File: config.mk
export PLATFORM = sky130hd
export DESIGN_NAME = clock_and_stopwatch_timers
export DESIGN_NICKNAME = d
export VERILOG_FILES = /design/src/rtl/clock_stopwatch_pkg.sv /design/src/rtl/clock_and_stopwatch_timers.sv /design/src/rtl/bcd_digit.sv
export VERILOG_INCLUDE_DIRS = /design/src /design/src/rtl
export SDC_FILE = /design/constraint.sdc
export NUM_CORES = 1
export LEC_CHECK = 0
export ABC_CLOCK_PERIOD_IN_PS = 2110
export BUFFER_PORTS_ARGS = -buffer_cell sky130_fd_sc_hd__buf_2
export CAP_MARGIN = 40
export CORE_UTILIZATION = 40
export CTS_CLUSTER_DIAMETER = 120
export CTS_CLUSTER_SIZE = 28
export DETAILED_ROUTE_END_ITERATION = 12
export HOLD_SLACK_MARGIN = 0.02
export PLACE_DENSITY = 0.74
export SYNTH_ARGS = -nofsm -noshare
export SYNTH_HDL_FRONTEND = slang
export SYNTH_SLANG_ARGS = --single-unit
File: constraint.sdc
create_clock -name clock -period 2.11 [get_ports clock]
set_input_delay 0.3165 -clock clock [delete_from_list [all_inputs] [get_ports clock]]
set_output_delay 0.3165 -clock clock [all_outputs]
set_load 0.05 [all_outputs]
File: src/rtl/clock_stopwatch_map.svh
// Register indices, field positions and reset values of the timers
`ifndef CLOCK_STOPWATCH_MAP_SVH
`define CLOCK_STOPWATCH_MAP_SVH
`define IDX_TAPS     10'h2E0
`define IDX_HUND     10'h2E1
`define IDX_TENTHS   10'h2E2
`define IDX_SWEN     10'h2E6
`define IDX_CTEN     10'h2E8
`define IDX_CTFLAGS  10'h2E9
`define IDX_SWFLAGS  10'h2EA
`define IDX_CTRL     10'h2EE
`define BIT_RESTART  3
`define BIT_RUN      2
`define BIT_CLEAR    1
`define TAP_32HZ     2
`define TAP_16HZ     3
`define TAP_8HZ      4
`define TAP_2HZ      6
`define DIV_BITS     7
`define LAST_DIGIT   4'h9
`define LONG_DECADE  4'h8
`define LONG_STEP    4'h8
`define NIBBLE_RST   4'h0
`define DECADE_SHORT 5'd24
`define DECADE_LONG  5'd25
`define SECOND_LAST  8'hFF
`endif

File: src/rtl/clock_stopwatch_pkg.sv
// Types shared by the clock timer and stopwatch
package clock_stopwatch_pkg;
    typedef struct packed {
        logic f2;
        logic f8;
        logic f32;
    } ct_bits_type;
    typedef struct packed {
        logic hz1;
        logic hz10;
    } sw_bits_type;
endpackage

File: src/rtl/clock_and_stopwatch_timers.sv
// Clock timer and stopwatch with APB register access
//
// What this block does
// - Seven-bit divider counts the 256 Hz tick.
// - Falling 32, 8, 2 Hz taps raise events.
// - Taps 16 to 2 Hz read-only, reset zero.
// - Three clock-timer enables, readable, reset zero.
// - Flags set on falling edge regardless of mask.
// - Clock-timer flags clear when read; reset zero.
// - Restart write clears divider; reads as zero.
// - Restart may leave a flag; software reads it.
// - Divider 2 Hz output clocks the watchdog.
// - Stopwatch is two cascaded BCD digits.
// - Hundredths step every two or three ticks.
// - Tenths get 25/26 tick decades four to six.
// - Nine-to-zero rolls set 10 Hz, 1 Hz flags.
// - Two stopwatch enables, readable, reset zero.
// - Stopwatch flags clear when read; writes ignored.
// - Both digits read-only, zero after reset.
// - Clear write zeroes digits; same write loads run bit.
// - Run bit starts and stops; digits hold.
// - Carry may tear a running read.
`timescale 1ns/1ns
`default_nettype none
`include "clock_stopwatch_map.svh"
module clock_and_stopwatch_timers
    import clock_stopwatch_pkg::*;
#(
    parameter int ADDR_WIDTH = 12
) (
    input  wire logic                  clock,
    input  wire logic                  rst,
    input  wire logic                  tick256,
    input  wire logic                  psel,
    input  wire logic                  penable,
    input  wire logic                  pwrite,
    input  wire logic [ADDR_WIDTH-1:0] paddr,
    input  wire logic [31:0]           pwdata,
    output logic      [31:0]           prdata,
    output logic                       pready,
    output logic                       pslverr,
    output logic                       irq,
    output logic                       watchdogClock
);
    if (ADDR_WIDTH < 12) begin : g_chk
        $error("ADDR_WIDTH must be at least 12");
    end

    logic [`DIV_BITS-1:0] div_r;
    ct_bits_type          ctPrev_r;
    ct_bits_type          ctFall;
    ct_bits_type          ctFlags_r;
    ct_bits_type          ctEn_r;
    ct_bits_type          ctClr;
    sw_bits_type          swFlags_r;
    sw_bits_type          swEn_r;
    sw_bits_type          swClr;
    sw_bits_type          swWrap;
    logic                 run_r;
    logic [1:0]           sub_r;
    logic                 longDecade;
    logic                 longStep;
    logic                 advance;
    logic [3:0]           hund;
    logic [3:0]           tenths;
    logic [9:0]           idx;
    logic                 setup;
    logic                 rdDone;
    logic                 wrDone;
    logic                 hit;
    logic [3:0]           readNibble;
    logic                 restartWr;
    logic                 clearWr;

    // Register index lives in word address bits
    assign idx    = paddr[11:2];
    assign setup  = psel & ~penable;
    assign rdDone = psel & penable & pready & ~pwrite;
    assign wrDone = psel & penable & pready & pwrite;

    assign restartWr = wrDone & (idx == `IDX_CTRL) & pwdata[`BIT_RESTART];
    assign clearWr = wrDone & (idx == `IDX_CTRL) & pwdata[`BIT_CLEAR];

    always_ff @(posedge clock) begin
        if (rst) begin
            div_r <= '0;
        end else if (restartWr) begin
            div_r <= '0;
        end else if (tick256) begin
            div_r <= `DIV_BITS'(div_r + 1'b1);
        end
    end

    // watchdog count clock is the 2 Hz tap
    assign watchdogClock = div_r[`TAP_2HZ];

    always_ff @(posedge clock) begin
        if (rst) begin
            ctPrev_r <= '0;
        end else begin
            ctPrev_r <= '{div_r[`TAP_2HZ], div_r[`TAP_8HZ], div_r[`TAP_32HZ]};
        end
    end

    // falling edges of the three taps
    assign ctFall.f2  = ctPrev_r.f2 & ~div_r[`TAP_2HZ];
    assign ctFall.f8  = ctPrev_r.f8 & ~div_r[`TAP_8HZ];
    assign ctFall.f32 = ctPrev_r.f32 & ~div_r[`TAP_32HZ];

    // clear only what the finished read returned
    assign ctClr = (rdDone && idx == `IDX_CTFLAGS) ? ct_bits_type'(prdata[2:0]) : '0;
    assign swClr = (rdDone && idx == `IDX_SWFLAGS) ? sw_bits_type'(prdata[1:0]) : '0;

    // set wins over read clear, mask ignored
    always_ff @(posedge clock) begin
        if (rst) begin
            ctFlags_r <= '0;
        end else begin
            ctFlags_r <= (ctFlags_r & ~ctClr) | ctFall;
        end
    end

    // digit rolls set the stopwatch flags
    always_ff @(posedge clock) begin
        if (rst) begin
            swFlags_r <= '0;
        end else begin
            swFlags_r <= (swFlags_r & ~swClr) | swWrap;
        end
    end

    always_ff @(posedge clock) begin
        if (rst) begin
            ctEn_r <= '0;
        end else if (wrDone && idx == `IDX_CTEN) begin
            ctEn_r <= ct_bits_type'(pwdata[2:0]);
        end
    end

    always_ff @(posedge clock) begin
        if (rst) begin
            swEn_r <= '0;
        end else if (wrDone && idx == `IDX_SWEN) begin
            swEn_r <= sw_bits_type'(pwdata[1:0]);
        end
    end

    always_ff @(posedge clock) begin
        if (rst) begin
            run_r <= 1'b0;
        end else if (wrDone && idx == `IDX_CTRL) begin
            run_r <= pwdata[`BIT_RUN];
        end
    end

    // request while any enabled flag stands
    always_ff @(posedge clock) begin
        if (rst) begin
            irq <= 1'b0;
        end else begin
            irq <= (|(ctFlags_r & ctEn_r)) | (|(swFlags_r & swEn_r));
        end
    end

    // six long decades at tenths 1,3,5,7,8,9
    assign longDecade = tenths[0] | (tenths == `LONG_DECADE);
    // odd digits take three ticks, digit 8 too when long
    assign longStep = hund[0] | (longDecade & (hund == `LONG_STEP));
    // step ends after two or three ticks
    assign advance = run_r & tick256 & ~clearWr & (sub_r == (longStep ? 2'd2 : 2'd1));

    always_ff @(posedge clock) begin
        if (rst || clearWr) begin
            sub_r <= 2'd0;
        end else if (run_r && tick256) begin
            sub_r <= advance ? 2'd0 : 2'(sub_r + 2'd1);
        end
    end

    bcd_digit #(
        .LAST (`LAST_DIGIT)
    ) u_hund (
        .clock (clock),
        .rst   (rst),
        .clear (clearWr),
        .inc   (advance),
        .digit (hund),
        .wrap  (swWrap.hz10)
    );

    // tenths stage fed by the hundredths carry
    bcd_digit #(
        .LAST (`LAST_DIGIT)
    ) u_tenths (
        .clock (clock),
        .rst   (rst),
        .clear (clearWr),
        .inc   (swWrap.hz10),
        .digit (tenths),
        .wrap  (swWrap.hz1)
    );

    // Read view of each register; reserved bits read zero
    always_comb begin
        hit        = 1'b1;
        readNibble = `NIBBLE_RST;
        case (idx)
            // taps 16 Hz to 2 Hz
            `IDX_TAPS:    readNibble = div_r[`TAP_2HZ:`TAP_16HZ];
            `IDX_HUND:    readNibble = hund;
            // carry between reads is not hidden
            `IDX_TENTHS:  readNibble = tenths;
            `IDX_SWEN:    readNibble = {2'b00, swEn_r};
            `IDX_CTEN:    readNibble = {1'b0, ctEn_r};
            `IDX_CTFLAGS: readNibble = {1'b0, ctFlags_r};
            `IDX_SWFLAGS: readNibble = {2'b00, swFlags_r};
            // restart and clear read as zero
            `IDX_CTRL:    readNibble = {1'b0, run_r, 2'b00};
            default:      hit = 1'b0;
        endcase
    end

    // One wait-free access phase after each setup
    always_ff @(posedge clock) begin
        if (rst) begin
            pready <= 1'b0;
        end else begin
            pready <= setup;
        end
    end

    always_ff @(posedge clock) begin
        if (rst) begin
            prdata <= '0;
        end else if (setup) begin
            prdata <= (pwrite || !hit) ? 32'h0 : {28'h0, readNibble};
        end
    end

    always_ff @(posedge clock) begin
        if (rst) begin
            pslverr <= 1'b0;
        end else begin
            pslverr <= setup & ~hit;
        end
    end

    // Checking helpers: ticks since last decade and second roll
    logic [4:0] decTicks_r;
    logic [7:0] secTicks_r;

    always_ff @(posedge clock) begin
        if (rst || clearWr) begin
            decTicks_r <= '0;
            secTicks_r <= '0;
        end else if (run_r && tick256) begin
            decTicks_r <= swWrap.hz10 ? 5'd0 : 5'(decTicks_r + 5'd1);
            secTicks_r <= swWrap.hz1 ? 8'd0 : 8'(secTicks_r + 8'd1);
        end
    end
endmodule
`default_nettype wire

File: src/rtl/bcd_digit.sv
// One decimal counting stage with clear and wrap output
`timescale 1ns/1ns
`default_nettype none
module bcd_digit #(
    parameter logic [3:0] LAST = 4'h9
) (
    input  wire logic       clock,
    input  wire logic       rst,
    input  wire logic       clear,
    input  wire logic       inc,
    output logic [3:0]      digit,
    output logic            wrap
);
    if (LAST == 4'h0) begin : g_chk
        $error("LAST must be above zero");
    end

    // Wrap pulse marks the step from LAST to zero
    assign wrap = inc & ~clear & (digit == LAST);

    always_ff @(posedge clock) begin
        if (rst || clear) begin
            digit <= 4'h0;
        end else if (inc) begin
            digit <= (digit == LAST) ? 4'h0 : 4'(digit + 4'h1);
        end
    end
endmodule
`default_nettype wire

==> results of run 1 <==
power breakdown:
group	leakage (nW)	total [mW]	switching, mW	internal [mW]
registers	0.307	0.727	0.00486	0.723
logic	0.605	0.203	0.167	0.0363
clock network	0.0714	0.772	0.268	0.504
per-stage QoR:
stage	worst slack, ns	total power, mW
floorplan	0.225	0.950
detailed placement	0.281	0.947
global placement	0.282	0.945
finish	0.444	1.70
CTS	0.456	1.71
global route	0.334	1.77
Yosys cell counts (2+ instances only):
library cell,count,share of area
nor3b_2,2,0.011
nand2_1,18,0.031
and4_1,2,0.0080
nor3_1,6,0.014
and3_1,3,0.0086
a21o_1,3,0.010
inv_1,6,0.010
mux2_2,3,0.015
nor3b_1,2,0.0069
dfxtp_1,38,0.35
a22oi_1,3,0.010
a21oi_1,14,0.032
nand4_1,6,0.017
buf_2,3,0.0069
nor2_1,28,0.048
xor2_1,3,0.012
a22o_1,3,0.012
mux2i_1,15,0.069
clkbuf_1,3,0.0051
nor4_1,2,0.0057
buf_4,29,0.099
nand2b_1,7,0.020
nor2b_1,9,0.026
xnor2_1,7,0.028
o21ai_0,8,0.018
nand3_1,5,0.011
o21a_1,2,0.0069
flip-flops by register name (all words and copies together) (netlist names):
register and count:
pready 1, ctEn_r 3, irq 1, sub_r 2, u_hund.digit 4, u_tenths.digit 4
prdata 4, run_r 1, ctFlags_r 3, div_r 7, swEn_r 2, swFlags_r 2
ctPrev_r 3, pslverr 1
cell families (layout without fill, tap and decap cells):
kind of cell               after synthesis  in the layout
muxes                                   18             18
adders and majority gates                1              1
buffers and inverters                   42             45
other                                    1             28
AOI/OAI and AO/OA                       43             43
xor gates and xnor gates                10             10
and+or+nand+nor                        102            102
DFF                                     38             38
worst max-delay path, cell delays in order (launching register included):
cell,delay (ns)
dfxtp_1,0.39
nand4_1,0.17
nor4_4,0.47
or2_2,0.26
nor2_1,0.05
a31o_1,0.22
worst paths after layout:
kind	from	end	slack [ns]	cells after the start
max	pready	u_tenths.digit[2]	0.44	5
min	pwdata[0]	ctEn_r[0]	0.27	3
max reg2reg	pready	u_tenths.digit[2]	0.44	5
min reg2reg	ctPrev_r[2]	ctFlags_r[2]	0.45	2
area by class of cell:
type | instances | area [um^2]
Timing Repair Buffer | 31 | 165
Multi-Input combinational cell | 202 | 1250
Sequential cell | 38 | 761
Fill cell | 528 | 2770
Tap cell | 70 | 87.6
Clock inverter | 2 | 60.1
Inverter | 6 | 22.5
Clock buffer | 6 | 82.6
per-layer routing:
| layer | GRT usage | part of all wire | routed length [um] |
|---|---|---|---|
| met1 | 0.227 | 0.49 | 2160 |
| met2 | 0.239 | 0.43 | 1910 |
| met3 | 0.0443 | 0.064 | 281 |
| met4 | 0.0558 | 0.017 | 74 |
| met5 | 0 | 0 | 0 |
==> metrics.md, run 1 <==
| Metric | Value |
|---|---|
| Critical Path AT | `1.86 ns` |
| MaxCap Viol Count | `0` |
| Async set-reset flop share out of synthesis | `0` |
| Worst skew pair latency | `0.29 ns` |
| # placed instances | `347` |
| CP Launch Type | `flip-flop` |
| Gr usage total | `0.162` |
| Post-synthesis adder-cell area fraction | `0.00571` |
| DR vias/cell | `5.05` |
| Row count | `26` |
| Crit Path Category | `reg -> reg` |
| Root Buffer | `clkbuf_8` |
| WL final | `4.43 mm` |
| Grt ovf | `0` |
| Via count | `1794` |
| Post-synthesis cell type count | `52` |
| Clock Path Buffers | `2` |
| Post-Syn Instances | `255` |
| Critical Path Fanout Max | `6` |
| Yosys reg bits | `38` |
| RD Place Congestion | `0.895` |
| First-pass GRT wire length | `7.50 mm` |
| Mapped Area | `2190 um^2` |
| Hold Buf Count CTS | `0` |
| Fin Setup TNS | `0 ns` |
| Yosys warning total | `0` |
| Static leakage | `0.983 nW` |
| Hpwl dp | `3.28 mm` |
| Outcome | `finished, final reports clean` |
| WL/cell | `12.5 um` |
| Die area | `5770 um^2` |
| Synth Area in XOR/XNOR | `0.0400` |
| PwrDens | `701 nW/um^2` |
| Worst vdd ir | `0.395 mV` |
| Crit share post-route | `0.790` |
| Most frequent cells in the layout | `38 x dfxtp_1, 28 x nor2_1, 28 x conb_1` |
| Most used DFF post-synth | `dfxtp_1` |
| Die Span X | `76.0 um` |
| Clock Sinks | `38` |
| # port buffers | `27` |
| Proportion of layout cells with a drive suffix above 1 | `0.179` |
| Crit path time final | `1.67 ns` |
| Clock Skews | `0.00298 ns` |
| Initial antenna violation count | `0` |
| Clock slew at reported path FFs | `0.08 ns` |
| Hold/Removal Path Class | `in -> reg` |
| Initial Utilization | `0.421` |
| Die height | `76.0 um` |
| Placed inst area | `2290 um^2` |
| Avg Synthesized Cell Area | `8.59 um^2` |
| Most common cell after layout, fill and taps aside | `dfxtp_1` |
| Number of synthesized flops with an enable pin | `0` |
| Mux cell area share after synthesis | `0.0840` |
| Synth Area in Compound Gates | `0.127` |
| Largest family of logic cells by synthesized area | `simple AND/OR/NAND/NOR gates` |
| DR pass1 iterations | `4` |
| Final Max Slew Viols | `0` |
| Setup Buffers After CTS | `0` |
| Critical path capture point type | `flip-flop` |
| Initial detailed-routing violation count | `156` |
| Final Util | `0.467` |
| Antenna cell count | `0` |
| Largest net degree at the start of global routing | `22` |
| Antenna viol nets, final | `0` |
| Gates resized, CTS repair | `0` |
| Number of remaining DRC errors | `0` |
| Simple-gate share of the synthesized area | `0.267` |
| Number of global-route vias before repair | `1579` |
| Synthesis-to-finish area growth | `11.0%` |
| Peak Freq | `0.600 GHz` |
| Htree depth | `2` |
| Critical Path RT | `2.30 ns` |
| Final instance area | `2430 um^2` |
| Unrepaired setup endpoints after global routing | `false` |
| Num CTS Buffers | `5` |
| Seq/Total Area, Yosys | `0.347` |
| IO Pins | `86` |
| Worst hold slack | `0.275 ns` |
| Core ar. | `5200 um^2` |
| Post-Layout Cell Count | `355` |
| TritonCTS clock tree | `yes` |
| Final setup viols | `0` |
| Post-layout nets | `335` |
| Final hold violations | `0` |
No activity file was read; power rests on OpenSTA's default activity.
==> run 2: changes to the inputs <==
Settings changed: ABC_CLOCK_PERIOD_IN_PS 2110 to 1600.
Clock period 2.11 ns to 1.6 ns, I/O delays scaled along.
==> run 2 against run 1 <==
Effect of this change:
- wire length increased by 7.5%
- die area unchanged
- highest routed layer unchanged
- combinational power increased by 42%
- critical path type unchanged
- core utilization increased by 3.2 points
- cell area increased by 6.9%
==> metrics.md, run 2 (synthesis results as in run 1) <==
| Metric | Value |
|---|---|
| DR vias/cell | `4.97 (was 5.05)` |
| Hold/Removal Path Class | `in -> reg (unchanged)` |
| Clock slew at reported path FFs | `0.08 ns (about the same)` |
| Clock Sinks | `38 (unchanged)` |
| Initial antenna violation count | `0 (unchanged)` |
| Num CTS Buffers | `5 (unchanged)` |
| Post-Layout Cell Count | `376 (was 355)` |
| Register name with the most flops | `div_r (unchanged)` |
| Number of flip-flops in the largest register | `7 (unchanged)` |
| WL final | `4.76 mm (was 4.43 mm)` |
| Grt ovf | `0 (unchanged)` |
| Die Span X | `76.0 um (unchanged)` |
| Final instance area | `2600 um^2 (was 2430 um^2)` |
| Critical Path RT | `1.79 ns (was 2.30 ns)` |
| PwrDens | `837 nW/um^2 (was 701 nW/um^2)` |
| Int Power | `1.58 mW (was 1.26 mW)` |
| Core ar. | `5200 um^2 (unchanged)` |
| Htree depth | `2 (unchanged)` |
| Hold Path Depth | `3 (unchanged)` |
| Number of remaining DRC errors | `0 (unchanged)` |
| Fillers | `527 (was 528)` |
| DR pass1 iterations | `5 (was 4)` |
| Hold Buf Count CTS | `0 (unchanged)` |
| Comb pwr share | `0.132 (was 0.119)` |
| Via count | `1870 (was 1794)` |
| Row count | `26 (unchanged)` |
| Worst vdd ir | `0.542 mV (was 0.395 mV)` |
| R2r setup slk | `0.08 ns (was 0.44 ns)` |
| Setup Buffers After CTS | `0 (unchanged)` |
| Sw Ratio | `0.275 (was 0.258)` |
| # placed instances | `368 (was 347)` |
| CP Launch Type | `flip-flop (unchanged)` |
| Crit path time final | `1.52 ns (was 1.67 ns)` |
| Static leakage | `1.09 nW (was 0.983 nW)` |
| Final Max Slew Viols | `0 (unchanged)` |
| Clock Skews | `0.00901 ns (was 0.00298 ns)` |
| Worst skew pair latency | `0.30 ns (was 0.29 ns)` |
| Clock share of power | `0.427 (was 0.454)` |
| TritonCTS clock tree | `yes (unchanged)` |
| # port buffers | `27 (unchanged)` |
| Final hold violations | `0 (unchanged)` |
| Largest net degree at the start of global routing | `16 (was 22)` |
| Die area | `5770 um^2 (unchanged)` |
| Critical Path AT | `1.71 ns (was 1.86 ns)` |
| IO Pins | `86 (unchanged)` |
| WL/cell | `12.6 um (was 12.5 um)` |
| Proportion of layout cells with a drive suffix above 1 | `0.245 (was 0.179)` |
| Final setup viols | `0 (unchanged)` |
| Number of global-route vias before repair | `1762 (was 1579)` |
| Sequential share of power | `0.441 (was 0.427)` |
| Critical Path Fanout Max | `5 (was 6)` |
| Post-layout nets | `356 (was 335)` |
| Crit Path Category | `reg -> reg (unchanged)` |
| Critical R2R Launch | `u_hund.digit[1] (was pready)` |
| Antenna viol nets, final | `0 (unchanged)` |
| Synthesis-to-finish area growth | `18.7% (was 11.0%)` |
| Critical path capture point type | `flip-flop (unchanged)` |
| Sw Pwr | `0.597 mW (was 0.440 mW)` |
| Die height | `76.0 um (unchanged)` |
| Most frequent cells in the layout | `37 x dfxtp_1, 28 x nor2_1, 28 x conb_1 (was 38 x dfxtp_1, 28 x nor2_1, 28 x conb_1)` |
| First-pass GRT wire length | `8.01 mm (was 7.50 mm)` |
| Worst hold slack | `0.208 ns (was 0.275 ns)` |
| Hold_sp | `pwdata[2] (was pwdata[0])` |
| Crit share post-route | `0.947 (was 0.790)` |
| Worst-case reg-to-reg path depth | `5 (unchanged)` |
| Hpwl dp | `3.71 mm (was 3.28 mm)` |
| Initial Utilization | `0.421 (unchanged)` |
| Most common cell after layout, fill and taps aside | `dfxtp_1 (unchanged)` |
| Peak Freq | `0.660 GHz (was 0.600 GHz)` |
| Clock Path Buffers | `2 (unchanged)` |
| RD Place Congestion | `0.884 (was 0.895)` |
| Root Buffer | `clkbuf_8 (unchanged)` |
| Hold Path Sink | `ctEn_r[2] (was ctEn_r[0])` |
| Gr usage total | `0.171 (was 0.162)` |
| Initial detailed-routing violation count | `126 (was 156)` |
| Placed inst area | `2450 um^2 (was 2290 um^2)` |
| Antenna cell count | `0 (unchanged)` |
| Outcome | `finished, final reports clean (unchanged)` |
| MaxCap Viol Count | `0 (unchanged)` |
| CP Launch Point | `u_hund.digit[1] (was pready)` |
| Reg2Reg Capture Point | `u_tenths.digit[2] (unchanged)` |
## run 2: critical path: stages (launching register included)
cell	delay [ns]
dfxtp_1	0.36
nor3b_2	0.30
nand2_1	0.14
nor3_4	0.30
a211oi_1	0.12
a31o_1	0.19
## run 2: worst max path at each step
stage	endpoint	cells past startpoint
finish	u_tenths.digit[2]	5
global route	u_tenths.digit[2]	5
CTS	u_tenths.digit[2]	5
detailed placement	div_r[2]	6
global placement	div_r[4]	7
floorplan	u_tenths.digit[2]	7
## run 2: cell type report
cell class | instances | area, um^2 | share of cell area
inverters | 6 | 22.5 | 0.00867
well taps | 70 | 87.6 | 0.0337
flip-flops and latches | 38 | 764 | 0.294
multi-input cells | 202 | 1270 | 0.488
clock buffers | 6 | 93.8 | 0.0361
repair buffers | 52 | 323 | 0.124
clock inverters | 2 | 38.8 | 0.0149
## run 2: timing repair
item	in CTS	in global routing
endpoints found under the setup margin	0	5
hold endpoints to repair	0	0
resized for setup	0	3
## run 2: power by group through the flow
stage	Combinational, mW	Sequential (mW)	Clock (mW)
2_1_floorplan	0.267	0.987	0
3_3_place_gp	0.283	0.980	0
3_5_place_dp	0.285	0.981	0
4_1_cts	0.286	0.959	0.937
5_1_grt	0.305	0.960	0.983
6_report	0.288	0.958	0.928
## run 2: stage by stage
stage	TNS [ns]	worst slack [ns]	total power [mW]	util
final	0	0.0845	2.17	0.499
after global placement	-0.113	-0.0151	1.26	0.471
after CTS	0	0.0486	2.18	0.497
after detailed placement	-0.540	-0.0779	1.27	0.471
after floorplan	0	0.0177	1.25	-
after global routing	-0.0175	-0.0169	2.25	0.499
## run 2: per-layer routing
metal,track usage,wire (um)
met4,0.0365,33
met3,0.0443,354
met5,0,0
met1,0.230,2160
met2,0.275,2210
